`src/hw/lms_pkg.sv`:
```
// Constants and carrier types for the LED multiplex serial port block
package lms_pkg;

  localparam int          WORD_BITS      = 16;
  localparam int          NUM_LINES      = 9;
  localparam int          MAX_DIGITS     = 8;
  localparam int          DIGIT_BITS     = 3;
  localparam int          LINE_BITS      = 4;

  // Command addresses, upper byte of the word
  localparam logic [7:0]  CMD_NOP        = 8'h00;
  localparam logic [7:0]  CMD_SCAN_LIMIT = 8'h03;
  localparam logic [7:0]  CMD_PAGE_MASK  = 8'hf8;
  localparam logic [7:0]  CMD_P0_PAGE    = 8'h20;
  localparam logic [7:0]  CMD_P1_PAGE    = 8'h40;
  localparam logic [7:0]  CMD_BOTH_PAGE  = 8'h60;

  // Scan five digits (0..4) after reset
  localparam logic [2:0]  SCAN_LIMIT_RST = 3'h4;
  localparam logic [7:0]  DIGIT_RST      = 8'h00;
  // Data bit that carries the decimal point
  localparam logic [2:0]  SEG_DP_BIT     = 3'h7;

  // Internal multiplex oscillator stand-in
  localparam int          CLK_PERIOD_NS  = 10;
  localparam int          INT_OSC_PERIOD_NS = 250;
  localparam int          INT_OSC_DIV    =
    (INT_OSC_PERIOD_NS + CLK_PERIOD_NS - 1) / CLK_PERIOD_NS;
  localparam int          TICKS_PER_DIGIT = 16;

  typedef struct packed {
    logic [7:0] addr;
    logic [7:0] data;
  } lms_cmd_s;

  typedef struct packed {
    logic [NUM_LINES-1:0] level;
    logic [NUM_LINES-1:0] oe;
  } lms_drive_s;

  typedef enum logic [1:0] {
    ST_BLANK = 2'b01,
    ST_SHOW  = 2'b10
  } lms_scan_e;

endpackage : lms_pkg

```
`src/hw/lms_serial_rx.sv`:
```
// Serial command receiver: pin synchronisers, shift register and word latch
`timescale 1ns/1ps
module lms_serial_rx
  import lms_pkg::*;
(
  input  wire logic     clk_i,
  input  wire logic     rst_n_i,
  input  wire logic     sclk_i,
  input  wire logic     cs_n_i,
  input  wire logic     din_i,
  output lms_pkg::lms_cmd_s word_o,
  output logic          strobe_o
);
  import lms_pkg::*;

  logic                 sclk_meta_r;
  logic                 sclk_sync_r;
  logic                 sclk_prev_r;
  logic                 cs_meta_r;
  logic                 cs_sync_r;
  logic                 cs_prev_r;
  logic                 din_meta_r;
  logic                 din_sync_r;
  logic [WORD_BITS-1:0] shift_r;
  logic [WORD_BITS-1:0] shift_nxt;
  wire                  sclk_rise;
  wire                  cs_rise;
  wire                  shift_en;

  // Edges come from the second stage only; first stage feeds nothing else
  assign sclk_rise = sclk_sync_r & ~sclk_prev_r;
  assign cs_rise   = cs_sync_r & ~cs_prev_r;
  assign shift_en  = sclk_rise & ~cs_sync_r;
  assign shift_nxt = {shift_r[WORD_BITS-2:0], din_sync_r};

  always_ff @(posedge clk_i or negedge rst_n_i) begin
    if (!rst_n_i) begin
      sclk_meta_r <= 1'b0;
      sclk_sync_r <= 1'b0;
      sclk_prev_r <= 1'b0;
      cs_meta_r   <= 1'b1;
      cs_sync_r   <= 1'b1;
      cs_prev_r   <= 1'b1;
      din_meta_r  <= 1'b0;
      din_sync_r  <= 1'b0;
    end else begin
      sclk_meta_r <= sclk_i;
      sclk_sync_r <= sclk_meta_r;
      sclk_prev_r <= sclk_sync_r;
      cs_meta_r   <= cs_n_i;
      cs_sync_r   <= cs_meta_r;
      cs_prev_r   <= cs_sync_r;
      din_meta_r  <= din_i;
      din_sync_r  <= din_meta_r;
    end
  end

  // Never cleared, so short or long frames keep the last 16 bits
  always_ff @(posedge clk_i or negedge rst_n_i) begin
    if (!rst_n_i) begin
      shift_r <= '0;
    end else if (shift_en) begin
      shift_r <= shift_nxt;
    end
  end

  always_ff @(posedge clk_i or negedge rst_n_i) begin
    if (!rst_n_i) begin
      word_o   <= '0;
      strobe_o <= 1'b0;
    end else begin
      strobe_o <= cs_rise;
      if (cs_rise) begin
        word_o <= shift_r;
      end
    end
  end
endmodule : lms_serial_rx

```
`src/hw/lms_top.sv`:
```
// LED multiplex driver: serial command port, digit planes and line scanner
`timescale 1ns/1ps

module lms_top
  import lms_pkg::*;
#(
  parameter int NUM_DIGITS      = lms_pkg::MAX_DIGITS,
  parameter int OSC_DIV         = lms_pkg::INT_OSC_DIV,
  parameter int TICKS_PER_DIGIT = lms_pkg::TICKS_PER_DIGIT
) (
  input  wire logic                         REF_CLK_I,
  input  wire logic                         RST_N_I,
  input  wire logic                         SCLK_I,
  input  wire logic                         CS_N_I,
  input  wire logic                         DIN_I,
  input  wire logic                         MUX_CLOCK_PIN_I,
  input  wire logic                         MUX_EXT_SEL_I,
  output logic [lms_pkg::NUM_LINES-1:0]     DRIVE_LINE_O,
  output logic [lms_pkg::NUM_LINES-1:0]     DRIVE_LINE_OE_O,
  output logic [lms_pkg::DIGIT_BITS-1:0]    SCAN_DIGIT_O,
  output lms_pkg::lms_cmd_s                 CMD_WORD_O,
  output logic                              CMD_STROBE_O
);
  import lms_pkg::*;

  localparam int  CNT_BITS  = 16;
  localparam logic [CNT_BITS-1:0] OSC_LAST  = CNT_BITS'(OSC_DIV - 1);
  localparam logic [CNT_BITS-1:0] TICK_LAST = CNT_BITS'(TICKS_PER_DIGIT - 1);

  // Segment data bit for line 'line' while digit 'k' is scanned
  function automatic logic [2:0] seg_sel(input logic [LINE_BITS-1:0] line,
                                         input logic [DIGIT_BITS-1:0] k);
    logic [LINE_BITS-1:0] pos;
    pos = (line < {1'b0, k}) ? line : line - 4'h1;
    seg_sel = (pos == 4'h0) ? SEG_DP_BIT : pos[2:0] - 3'h1;
  endfunction : seg_sel

  // Serial command path
  lms_cmd_s             cmd_word;
  logic                 cmd_strobe;

  lms_serial_rx u_rx (
    .clk_i    (REF_CLK_I),
    .rst_n_i  (RST_N_I),
    .sclk_i   (SCLK_I),
    .cs_n_i   (CS_N_I),
    .din_i    (DIN_I),
    .word_o   (cmd_word),
    .strobe_o (cmd_strobe)
  );

  // No read path exists: the port only ever accepts words
  assign CMD_WORD_O   = cmd_word;
  assign CMD_STROBE_O = cmd_strobe;

  // Command decode
  wire [7:0]            cmd_page;
  wire [DIGIT_BITS-1:0] cmd_idx;
  wire                  hit_p0;
  wire                  hit_p1;
  wire                  hit_scan;

  assign cmd_page = cmd_word.addr & CMD_PAGE_MASK;
  assign cmd_idx  = cmd_word.addr[DIGIT_BITS-1:0];
  assign hit_p0   = cmd_strobe &
                    ((cmd_page == CMD_P0_PAGE) | (cmd_page == CMD_BOTH_PAGE));
  assign hit_p1   = cmd_strobe &
                    ((cmd_page == CMD_P1_PAGE) | (cmd_page == CMD_BOTH_PAGE));
  assign hit_scan = cmd_strobe & (cmd_word.addr == CMD_SCAN_LIMIT);

  // Digit planes; plane one is stored but has no output and is read only by the checks below
  logic [7:0]            plane0_r [MAX_DIGITS];
  logic [7:0]            plane1_r [MAX_DIGITS];
  logic [DIGIT_BITS-1:0] scan_limit_r;

  always_ff @(posedge REF_CLK_I or negedge RST_N_I) begin
    if (!RST_N_I) begin
      for (int i = 0; i < MAX_DIGITS; i++) begin
        plane0_r[i] <= DIGIT_RST;
        plane1_r[i] <= DIGIT_RST;
      end
    end else begin
      if (hit_p0) begin
        plane0_r[cmd_idx] <= cmd_word.data;
      end
      if (hit_p1) begin
        plane1_r[cmd_idx] <= cmd_word.data;
      end
    end
  end

  // Eight is always legal, even when fewer cathodes exist
  always_ff @(posedge REF_CLK_I or negedge RST_N_I) begin
    if (!RST_N_I) begin
      scan_limit_r <= SCAN_LIMIT_RST;
    end else if (hit_scan) begin
      scan_limit_r <= cmd_word.data[DIGIT_BITS-1:0];
    end
  end

  // Multiplex clock: external pin is asynchronous, so synchronise it
  logic                 mux_meta_r;
  logic                 mux_sync_r;
  logic                 mux_prev_r;
  logic                 sel_meta_r;
  logic                 sel_sync_r;
  logic [CNT_BITS-1:0]  osc_cnt_r;
  wire                  ext_tick;
  wire                  int_tick;
  wire                  mux_tick;

  always_ff @(posedge REF_CLK_I or negedge RST_N_I) begin
    if (!RST_N_I) begin
      mux_meta_r <= 1'b0;
      mux_sync_r <= 1'b0;
      mux_prev_r <= 1'b0;
      sel_meta_r <= 1'b0;
      sel_sync_r <= 1'b0;
    end else begin
      mux_meta_r <= MUX_CLOCK_PIN_I;
      mux_sync_r <= mux_meta_r;
      mux_prev_r <= mux_sync_r;
      sel_meta_r <= MUX_EXT_SEL_I;
      sel_sync_r <= sel_meta_r;
    end
  end

  // 8 MHz external clock still gives 12 samples per period at 100 MHz
  assign ext_tick = mux_sync_r & ~mux_prev_r;
  assign int_tick = (osc_cnt_r == OSC_LAST);
  assign mux_tick = sel_sync_r ? ext_tick : int_tick;

  always_ff @(posedge REF_CLK_I or negedge RST_N_I) begin
    if (!RST_N_I) begin
      osc_cnt_r <= '0;
    end else begin
      osc_cnt_r <= int_tick ? '0 : osc_cnt_r + 16'h0001;
    end
  end

  // Scan sequencer: a blank tick between digits avoids ghosting
  lms_scan_e             state_r;
  lms_scan_e             state_nxt;
  logic [CNT_BITS-1:0]   tick_cnt_r;
  logic [DIGIT_BITS-1:0] cur_digit_r;
  wire                   dwell_done;
  wire                   step;
  wire                   digit_present;
  wire [DIGIT_BITS-1:0]  digit_nxt;

  assign dwell_done    = (tick_cnt_r == TICK_LAST);
  assign step          = (state_r == ST_SHOW) & mux_tick & dwell_done;
  assign digit_nxt     = (cur_digit_r >= scan_limit_r) ? '0
                       : cur_digit_r + 3'h1;
  assign digit_present = (32'(cur_digit_r) < NUM_DIGITS);

  always_comb begin
    state_nxt = state_r;
    unique case (state_r)
      ST_BLANK: begin
        if (mux_tick) begin
          state_nxt = ST_SHOW;
        end
      end
      ST_SHOW: begin
        if (step) begin
          state_nxt = ST_BLANK;
        end
      end
      default: state_nxt = ST_BLANK;
    endcase
  end

  always_ff @(posedge REF_CLK_I or negedge RST_N_I) begin
    if (!RST_N_I) begin
      state_r     <= ST_BLANK;
      tick_cnt_r  <= '0;
      cur_digit_r <= '0;
    end else begin
      state_r <= state_nxt;
      if (state_r == ST_BLANK) begin
        tick_cnt_r <= '0;
      end else if (mux_tick) begin
        tick_cnt_r <= tick_cnt_r + 16'h0001;
      end
      if (step) begin
        cur_digit_r <= digit_nxt;
      end
    end
  end

  // Line pattern for the digit being scanned
  lms_drive_s           drive_nxt;
  wire                  showing;
  wire [7:0]            cur_data;

  assign showing  = (state_r == ST_SHOW) & digit_present;
  assign cur_data = plane0_r[cur_digit_r];

  for (genvar j = 0; j < NUM_LINES; j++) begin : g_line
    wire is_cc;
    wire seg_on;
    assign is_cc  = (LINE_BITS'(j) == {1'b0, cur_digit_r});
    assign seg_on = cur_data[seg_sel(LINE_BITS'(j), cur_digit_r)];
    assign drive_nxt.level[j] = ~is_cc;
    assign drive_nxt.oe[j]    = showing & (is_cc | seg_on);
  end

  always_ff @(posedge REF_CLK_I or negedge RST_N_I) begin
    if (!RST_N_I) begin
      DRIVE_LINE_O    <= '0;
      DRIVE_LINE_OE_O <= '0;
      SCAN_DIGIT_O    <= '0;
    end else begin
      DRIVE_LINE_O    <= drive_nxt.level;
      DRIVE_LINE_OE_O <= drive_nxt.oe;
      SCAN_DIGIT_O    <= cur_digit_r;
    end
  end

  // Helpers for the checks below
  wire [7:0] p0_at_idx;
  wire [7:0] p1_at_idx;
  wire       p0_only;
  wire       dp_line_on;
  wire [LINE_BITS-1:0] dp_line;

  assign p0_at_idx  = plane0_r[cmd_idx];
  assign p1_at_idx  = plane1_r[cmd_idx];
  assign p0_only    = cmd_strobe & (cmd_page == CMD_P0_PAGE);
  assign dp_line    = (cur_digit_r == 3'h0) ? 4'h1 : 4'h0;
  assign dp_line_on = showing & cur_data[SEG_DP_BIT];
endmodule : lms_top

```
`config.mk`:
```
export PLATFORM = sky130hd
export DESIGN_NAME = lms_top
export DESIGN_NICKNAME = d
export VERILOG_FILES = /design/src/hw/lms_pkg.sv /design/src/hw/lms_serial_rx.sv /design/src/hw/lms_top.sv
export SDC_FILE = /design/constraint.sdc
export NUM_CORES = 1
export LEC_CHECK = 0
export CORE_MARGIN = 2
export CORE_UTILIZATION = 50
export DETAILED_ROUTE_END_ITERATION = 8
export DONT_BUFFER_PORTS = 1
export SKIP_LAST_GASP = 1
export SYNTH_ARGS = -nofsm -noshare
export SYNTH_HDL_FRONTEND = slang
export SYNTH_SLANG_ARGS = --single-unit
```
`constraint.sdc`:
```
create_clock -name REF_CLK_I -period 5 [get_ports REF_CLK_I]
set_input_delay 0.5 -clock REF_CLK_I [delete_from_list [all_inputs] [get_ports REF_CLK_I]]
set_output_delay 0.5 -clock REF_CLK_I [all_outputs]
set_load 0.03 [all_outputs]
```
==> results of run 1 <==
[area by class of cell]
type | count | area share [%]
clock buffers | 17 | 5.19
clock inverters | 15 | 2.55
inverters | 15 | 0.686
multi-input cells | 347 | 35.7
flip-flops and latches | 171 | 52.2
well taps | 184 | 2.81
repair buffers | 6 | 0.793
[placed cells by master, fill, tap and decap left out, drive strengths merged, types with 5 or more instances in the layout]
master / count
a21oi: 11
ha: 10
mux2i: 21
nand4: 8
dfstp: 5
clkbuf: 17
nand2: 40
nand2b: 16
mux4: 8
nor4: 6
inv: 20
dfrtp: 166
and3: 6
xnor2: 9
buf: 6
mux2: 104
nor2: 18
nand3: 16
xor2: 5
a211oi: 9
[flip-flops by register name (all words and copies together) (netlist names), 2 cells and up]
register	flops
DRIVE_LINE_O	9
DRIVE_LINE_OE_O	9
SCAN_DIGIT_O	3
cur_digit_r	3
osc_cnt_r	16
plane0_r	64
scan_limit_r	3
state_r	2
tick_cnt_r	16
u_rx.shift_r	16
u_rx.word_o	16
[where the power goes]
| part | switching [mW] | internal [mW] |
|---|---|---|
| clock network | 0.564 | 0.845 |
| registers | 0.192 | 1.45 |
| logic | 0.0614 | 0.0659 |
[worst max-delay path: stages (launching register included)]
cell and delay [ps]:
dfrtp_1 430, inv_1 90, ha_1 130, nor4b_1 340
nand4_1 180, buf_4 250, a2111oi_4 550, mux2_2 390
[metrics by stage]
step | utilization (%) | power, mW | cell area (sq um) | std cells
2_1_floorplan | - | 1.71 | 7380 | 562
3_3_place_gp | 52.1 | 1.77 | 7540 | 722
3_5_place_dp | 52.1 | 1.77 | 7540 | 722
4_1_cts | 56.7 | 3.22 | 8200 | 755
5_1_grt | 56.7 | 3.30 | 8200 | 755
6_report | 56.7 | 3.18 | 8200 | 755
[worst paths after layout]
| path | startpoint | end | slack [ps] | cells past startpoint |
|---|---|---|---|---|
| setup / recovery | osc_cnt_r[0] | cur_digit_r[2] | 2510 | 7 |
| max in group asynchronous | RST_N_I | tick_cnt_r[5] | 4200 | 1 |
| min in group REF_CLK_I | CS_N_I | u_rx.cs_meta_r | 50 | 0 |
| hold / removal | RST_N_I | osc_cnt_r[5] | -20 | 1 |
| hold reg to reg | u_rx.din_meta_r | u_rx.din_sync_r | 350 | 0 |
| setup reg to reg | osc_cnt_r[0] | cur_digit_r[2] | 2510 | 7 |
[layer usage]
metal / global-route usage (%) / vias up / share of wire, %
li1: - / 2016 / -
met1: 27.2 / 2259 / 46
met2: 31.4 / 65 / 49
met3: 5.18 / 13 / 3.9
met4: 6.86 / 0 / 0.94
met5: 0 / - / 0
[timing repair]
action / 4_1_cts / 5_1_grt
gates resized for setup: 0 / 0
endpoints found under the hold margin: 171 / 0
hold buffers: 1 / 0
[logic make-up (layout without fill, tap and decap cells)]
| logic type | count (synthesis) | after routing | share of synthesized area, % |
|---|---|---|---|
| flip-flops | 171 | 171 | 58.1 |
| AND/OR/NAND/NOR | 137 | 137 | 9.82 |
| multiplexers | 133 | 133 | 21.2 |
| adder cells (fa/ha/maj) | 10 | 10 | 1.70 |
| AO/OA/AOI/OAI | 52 | 52 | 5.29 |
| other | 1 | 1 | 0.0508 |
| XOR/XNOR | 14 | 14 | 1.66 |
| buffers and inverters | 44 | 53 | 2.25 |
==> qor.csv, run 1 <==
metric,value,unit
status,finished with violations,
failing checks,hold timing,
top cell type's share of synthesized area,56.3,%
ratio of final minimum period to clock period,49.7,%
gr usage total,20.0,%
sum of negative setup slack,0,ps
power per cell area,388,nW/um^2
synthesis-to-finish area growth,11.2,%
"EDFF count, synth",0,
Worst-Skew Late Latency,440,ps
dpl hpwl,9.26,mm
clk sinks,171,
DR WL/cell,19.5,um
Setup CP Type,flip-flop to flip-flop,
Max VDD drop,352,uV
Worst-path clk slew,60,ps
drt first-iter violations,357,
initial antenna violation count,0,
WP data required,5300,ps
largest net degree at the start of global routing,172,
layout cells sized above 1,28.2,%
initial core utilization,51.0,%
syn_nets,579,
routed vias,4353,
Syn Area/Cell,13.1,sq um
Buffers on Ports,0,
f_max,402,MHz
Clock Skew,19.6,ps
hold_ws,-15.7,ps
vias in the first global route,4481,
Post-Syn Area,7380,sq um
gpl congestion,0.786,
die height,125,um
multi-input logic area,2930,sq um
root buf cell,clkbuf_16,
I/O pins,45,
RSZ-0062 raised after global routing,no,
drc violations,0,
Worst Tran Pin Value,1150,ps
Final Hold Viols,2,
relative slew slack,23.4,%
sequential share of the synthesized area,58.1,%
Routed Antenna Nets,0,
Post CTS Setup Buffer Count,0,
Antenna Diode Count,0,
top cells by area in the synthesized netlist,"dfrtp_1, mux2_2, mux2i_1, mux4_2, nand2_1",
DIE AREA,15700,sq um
Cells after Synth,562,
CP Max Fanout,20,
Ys Warns,0,
routed wire length,14.8,mm
"FFs w/ async S/R, synth",100,%
# fillers,1167,
Final WS setup,2510,ps
htree depth,4,
CTS tree,built,
HP Class,input port to asynchronous set/reset pin,
Max Slew Vio Count,0,
most numerous cell in the Yosys netlist,dfrtp_1,
fin nets,575,
min Tclk post-route,2490,ps
number of core rows,44,
CTS Buf Count,17,
Die Wd,125,um
max-cap violations,0,
"Top FF cell, synth",dfrtp_1,
first-pass GRT wire length,24.4,mm
routed vias/inst,5.77,
Clock Path Buffers,2,
Worst Setup Slack post-DPL,2500,ps
leakage,3.69,nW
FF/Latch Area,4290,sq um
crit path capture type,flip-flop,
final setup vio count,0,
synth unique cells,54,
core area,14500,sq um
Arrival @ worst endpoint,2790,ps
Post-synth top cells,"dfrtp_1, mux2_2, nand2_1, mux2i_1, clkbuf_1",
#FFs+latches synth,171,
grt ovf,0,
First-pass DRT Iterations,4,
post-synth top area cell,dfrtp_1,
CP startpoint kind,flip-flop,
Note: power is estimated with default switching activity, not from simulation.
==> run 2, diff against run 1 <==
--- a/config.mk
+++ b/config.mk
@@ -9,6 +9,7 @@
 export CORE_UTILIZATION = 50
 export DETAILED_ROUTE_END_ITERATION = 8
 export DONT_BUFFER_PORTS = 1
+export PLACE_DENSITY = 0.68
 export SKIP_LAST_GASP = 1
 export SYNTH_ARGS = -nofsm -noshare
 export SYNTH_HDL_FRONTEND = slang
==> constraint.sdc (replaced) <==
create_clock -name REF_CLK_I -period 2.25 [get_ports REF_CLK_I]
set_input_delay 0.225 -clock REF_CLK_I [delete_from_list [all_inputs] [get_ports REF_CLK_I]]
set_output_delay 0.225 -clock REF_CLK_I [all_outputs]
set_load 0.03 [all_outputs]
==> run 2 against run 1 <==
The flow still finishes with violations (hold timing). Sequential share of layout area is 1.8 points lower. Die area unchanged. Wire length down 2.1%. Clock skew shrank 10 ps. Clock-buffer cell count increased by 1. Sequential power is 120% higher. Global-route usage shrank 0.14 points. Sequential cell count unchanged. Utilization up 2.0 points. Via count increased by 2.0%.
==> qor.csv, run 2 (synthesis gave the netlist of run 1 again) <==
metric,value,unit,change
status,finished with violations,,
failing checks,hold timing,,
ratio of final minimum period to clock period,95.6,%,+46 points
most frequent cells in the layout,"dfrtp_1, mux2_2, nand2_1",,
die height,125,um,unchanged
Clock Path Buffers,2,,unchanged
First-pass DRT Iterations,4,,unchanged
initial core utilization,51.0,%,unchanged
CP cell instances,"or4_1, or4_4, a2111oi_4, mux2_2",,
gpl congestion,0.802,,+2.0%
r2r endpoint,cur_digit_r[2],,
CP Buf/Inv Count,0,,-2
critical path's top delay family,simple AND/OR/NAND/NOR gates,,
min Tclk post-route,2150,ps,-335 ps
first-pass GRT wire length,24.8,mm,+1.6%
Worst Setup Slack post-DPL,5.81,ps,-2500 ps
core area,14500,sq um,unchanged
vias in the first global route,4783,,+6.7%
hold_ws,-513,ps,-497 ps
relative slew slack,59.1,%,+36 points
cells on worst reg2reg path,4,,-3
drc violations,0,,unchanged
met1 usage,26.2,%,-0.99 points
"reg-to-reg slack, setup",100,ps,-2410 ps
Most Crowded Layer GR,met2,,
CP Max Fanout,4,,-80%
htree depth,4,,unchanged
root buf cell,clkbuf_16,,
Finished Layout Cells,790,,+4.6%
Worst-Skew Late Latency,430,ps,about the same
Final Hold Viols,171,,+169
RR Startpoint,tick_cnt_r[11],,
CTS tree,built,,
Clock Skew,9.60,ps,-9.98 ps
Antenna Diode Count,0,,unchanged
leakage,3.86,nW,+4.6%
Routed Antenna Nets,0,,unchanged
Max VDD drop,1050,uV,+200%
Buffers on Ports,0,,unchanged
fin nets,610,,+6.1%
max-cap violations,0,,unchanged
Final WS setup,98.9,ps,-2410 ps
sum of negative setup slack,0,ps,unchanged
grt ovf,0,,unchanged
met3 Usage GRT,5.86,%,+0.68 points
Worst Tran Pin Value,613,ps,-537 ps
f_max,465,MHz,+16%
DR WL/cell,18.3,um,-6.4%
DIE AREA,15700,sq um,unchanged
final cell utilization of the core,58.7,%,+2.0 points
hold buffer count at CTS,5,,+4
power per cell area,827,nW/um^2,+110%
initial antenna violation count,0,,unchanged
"slowest stage delay, CP",520,ps,-30 ps
crit path capture type,flip-flop,,
routed vias/inst,5.62,,-2.5%
CP startpoint kind,flip-flop,,
largest net degree at the start of global routing,172,,unchanged
gr usage total,19.8,%,-0.14 points
Setup CP Type,flip-flop to flip-flop,,
drt first-iter violations,279,,-22%
CP max stage cell,or4_1,,
met2 GRT Util,31.9,%,+0.57 points
final setup vio count,0,,unchanged
# fillers,1153,,-1.2%
routed wire length,14.5,mm,-2.1%
I/O pins,45,,unchanged
Arrival @ worst endpoint,2460,ps,-330 ps
layout cells sized above 1,31.5,%,+3.3 points
HP Class,input port to asynchronous set/reset pin,,
"most common cell after layout, fill and taps aside",dfrtp_1,,
dpl hpwl,9.43,mm,+1.9%
number of core rows,44,,unchanged
routed vias,4439,,+2.0%
WP data required,2560,ps,-2740 ps
synthesis-to-finish area growth,15.1,%,
max reg flops,64,,unchanged
Placed Instances,752,,+4.2%
Reg with most FFs,plane0_r,,
clk sinks,171,,unchanged
Worst-path clk slew,70,ps,about the same
Max Slew Vio Count,0,,unchanged
Power Total,7.02,mW,+120%
Die Wd,125,um,unchanged
CTS Buf Count,17,,unchanged
-- run 2: worst register-to-register path: stages (launching register included) --
cell and delay, ps:
dfrtp_1 380, or4_1 520, or4_4 440, a2111oi_4 300, mux2_2 390
-- run 2: how the worst max path moves through the flow --
stage | end | slack [ps] | cells after the start | startpoint
finish | cur_digit_r[2] | 100 | 4 | tick_cnt_r[11]
global route | cur_digit_r[2] | -3 | 7 | osc_cnt_r[1]
CTS | cur_digit_r[2] | 40 | 5 | osc_cnt_r[8]
detailed placement | cur_digit_r[2] | 6 | 7 | osc_cnt_r[0]
global placement | cur_digit_r[2] | 60 | 7 | osc_cnt_r[0]
floorplan | cur_digit_r[0] | 90 | 8 | cur_digit_r[0]
-- run 2: layer usage --
| layer | vias to the layer above | part of all wire [%] |
|---|---|---|
| met5 | - | 0 |
| met4 | 0 | 1.1 |
| met3 | 14 | 3.8 |
| met2 | 56 | 49 |
| met1 | 2286 | 46 |
| li1 | 2083 | - |
-- run 2: final cells by class --
class	count	area [sq um]	share of cell area (%)
Tap cell	184	230	2.71
Multi-Input combinational cell	347	2940	34.6
Clock inverter	14	208	2.44
Sequential cell	171	4290	50.4
Inverter	15	56.3	0.663
Timing Repair Buffer	41	345	4.06
Clock buffer	18	429	5.05
-- run 2: metrics by stage --
stage	cell area [sq um]	hold slack (ps)
floorplan	7380	-70.6
global placement	7790	-64.6
detailed placement	7790	-62.9
CTS	8490	-526
global route	8500	-534
finish	8500	-513
-- run 2: power by group --
| group | switching [mW] | internal (mW) |
|---|---|---|
| Clock | 1.26 | 1.89 |
| Sequential | 0.408 | 3.22 |
| Combinational | 0.0868 | 0.154 |
-- run 2: repair_timing --
item | in CTS | in global routing
endpoints found under the setup margin | 2 | 4
setup buffers | 0 | 1
pin swaps | 0 | 1
gates resized for setup | 2 | 1
endpoints found under the hold margin | 176 | 171
==> run 3, diff against run 2 <==
--- a/config.mk
+++ b/config.mk
@@ -10,6 +10,7 @@
 export DETAILED_ROUTE_END_ITERATION = 8
 export DONT_BUFFER_PORTS = 1
 export PLACE_DENSITY = 0.68
+export SETUP_SLACK_MARGIN = 0.2
 export SKIP_LAST_GASP = 1
 export SYNTH_ARGS = -nofsm -noshare
 export SYNTH_HDL_FRONTEND = slang
==> run 3 against run 2 <==
Clock-buffer cell count rose by 1. Combinational power increased by 8.7%. Hold slack better by 5.4 ps. The run still ends with hold timing left.
==> qor.csv, run 3 (synthesis gave the netlist of run 1 again) <==
metric,value,unit,change
Max VDD drop,564,uV,-46%
htree depth,4,,unchanged
Worst Tran Pin Value,634,ps,+21.1 ps
Final Hold Viols,171,,unchanged
most frequent cells in the layout,"dfrtp_1, mux2_2, nand2_1",,
number of core rows,44,,unchanged
first-pass GRT wire length,24.6,mm,-0.86%
CP cell instances,"or4_4, or4_4, a2111oi_4, mux2_2",,
synthesis-to-finish area growth,14.8,%,
WP data required,2560,ps,about the same
Clock Path Buffers,2,,unchanged
Finished Layout Cells,792,,+0.25%
First-pass DRT Iterations,4,,unchanged
routed wire length,14.7,mm,+1.5%
CP Max Fanout,4,,unchanged
CTS Buf Count,17,,unchanged
routed vias,4530,,+2.1%
max reg flops,64,,unchanged
I/O pins,45,,unchanged
hold_ws,-507,ps,+5.37 ps
clk sinks,171,,unchanged
fin nets,612,,+0.33%
final cell utilization of the core,58.5,%,-0.17 points
leakage,3.86,nW,-0.11%
Buffers on Ports,0,,unchanged
min Tclk post-route,2130,ps,-20.7 ps
Crit path top cell by count,or4_4,,
Worst-Skew Late Latency,430,ps,about the same
die height,125,um,unchanged
relative slew slack,57.7,%,-1.4 points
f_max,469,MHz,+0.97%
DR WL/cell,18.5,um,+1.3%
Final WS setup,120,ps,+20.7 ps
hold buffer count at CTS,5,,unchanged
"slowest stage delay, CP",530,ps,about the same
HP Class,input port to asynchronous set/reset pin,,
max-cap violations,0,,unchanged
initial antenna violation count,0,,unchanged
Worst Setup Slack post-DPL,-63.2,ps,-69.0 ps
CP max stage cell,or4_4,,
root buf cell,clkbuf_16,,
gr usage total,20.0,%,+0.19 points
Die Wd,125,um,unchanged
layout cells sized above 1,32.9,%,+1.4 points
Antenna Diode Count,0,,unchanged
CTS tree,built,,
gpl congestion,0.827,,+3.2%
initial core utilization,51.0,%,unchanged
Reg with most FFs,plane0_r,,
Arrival @ worst endpoint,2440,ps,-20 ps
Setup CP Type,flip-flop to flip-flop,,
Max Slew Vio Count,0,,unchanged
grt ovf,0,,unchanged
ratio of final minimum period to clock period,94.7,%,-0.92 points
final setup vio count,0,,unchanged
CP startpoint kind,flip-flop,,
largest net degree at the start of global routing,172,,unchanged
dpl hpwl,9.46,mm,+0.30%
status,finished with violations,,
Worst-path clk slew,70,ps,about the same
power per cell area,783,nW/um^2,-5.3%
routed vias/inst,5.72,,+1.8%
failing checks,hold timing,,
"most common cell after layout, fill and taps aside",dfrtp_1,,
DIE AREA,15700,sq um,unchanged
drt first-iter violations,305,,+9.3%
core area,14500,sq um,unchanged
RSZ-0062 raised after global routing,yes,,
Clock Skew,9.20,ps,-0.399 ps
crit path capture type,flip-flop,,
Placed Instances,746,,-0.80%
vias in the first global route,4706,,-1.6%
sum of negative setup slack,0,ps,unchanged
CP Buf/Inv Count,0,,unchanged
Routed Antenna Nets,0,,unchanged
critical path's top delay family,simple AND/OR/NAND/NOR gates,,
drc violations,0,,unchanged
run 3: cell types whose count changed in the layout (fill, tap and decap cells not counted), sizes merged:
cell	delta
inv	-3
clkinv	+7
clkbuf	+1
clkinvlp	-2
buf	+2
bufinv	-3
run 3: worst paths after layout:
check / cells past startpoint / end / startpoint / slack, ps
worst max-delay path: 4 / cur_digit_r[2] / tick_cnt_r[11] / 120
worst min-delay path: 0 / osc_cnt_r[10] / RST_N_I / -510
worst max register to register: 4 / cur_digit_r[2] / tick_cnt_r[11] / 120
worst min register to register: 0 / mux_sync_r / mux_meta_r / 350
max in group asynchronous: 0 / u_rx.cs_meta_r / RST_N_I / 2390
min in group REF_CLK_I: 1 / u_rx.cs_meta_r / CS_N_I / 330
run 3: cell type report:
| class | count | area, sq um |
|---|---|---|
| well taps | 184 | 230 |
| multi-input cells | 347 | 3010 |
| fillers | 1152 | 6010 |
| repair buffers | 43 | 334 |
| clock buffers | 19 | 433 |
| inverters | 15 | 56.3 |
| clock inverters | 13 | 119 |
| flip-flops and latches | 171 | 4290 |
run 3: routing by layer:
metal | vias to the layer above | share of wire, % | global-route usage (%)
met5 | - | 0 | 0
met4 | 0 | 1.8 | 7.32
met3 | 18 | 3.8 | 5.18
met1 | 2351 | 43 | 25.3
li1 | 2093 | - | -
met2 | 68 | 51 | 33.4
run 3: repair_timing:
item,CTS,global route
buffers inserted,3,4
pin swaps,1,1
hold endpoints to repair,176,171
gates cloned,2,0
endpoints found under the setup margin,15,36
resized for setup,6,8
run 3: worst register-to-register path: stages, from the launching register on:
cell       delay (ps)
dfrtp_1           380
or4_4             530
or4_4             430
a2111oi_4         290
mux2_2            380
run 3: where the power goes:
part	switching [mW]	leakage (nW)	internal [mW]
Sequential	0.389	2.28	3.23
Combinational	0.101	1.31	0.161
Clock	1.23	0.272	1.53
Total	1.72	3.86	4.92
run 3: stage by stage:
step / hold WS, ps / instance area, sq um / power, mW
finish: -507 / 8470 / 6.63
floorplan: -70.6 / 7390 / 3.79
CTS: -529 / 8400 / 6.70
global route: -532 / 8470 / 6.90
detailed placement: -65.7 / 7730 / 3.93
global placement: -64.5 / 7730 / 3.91
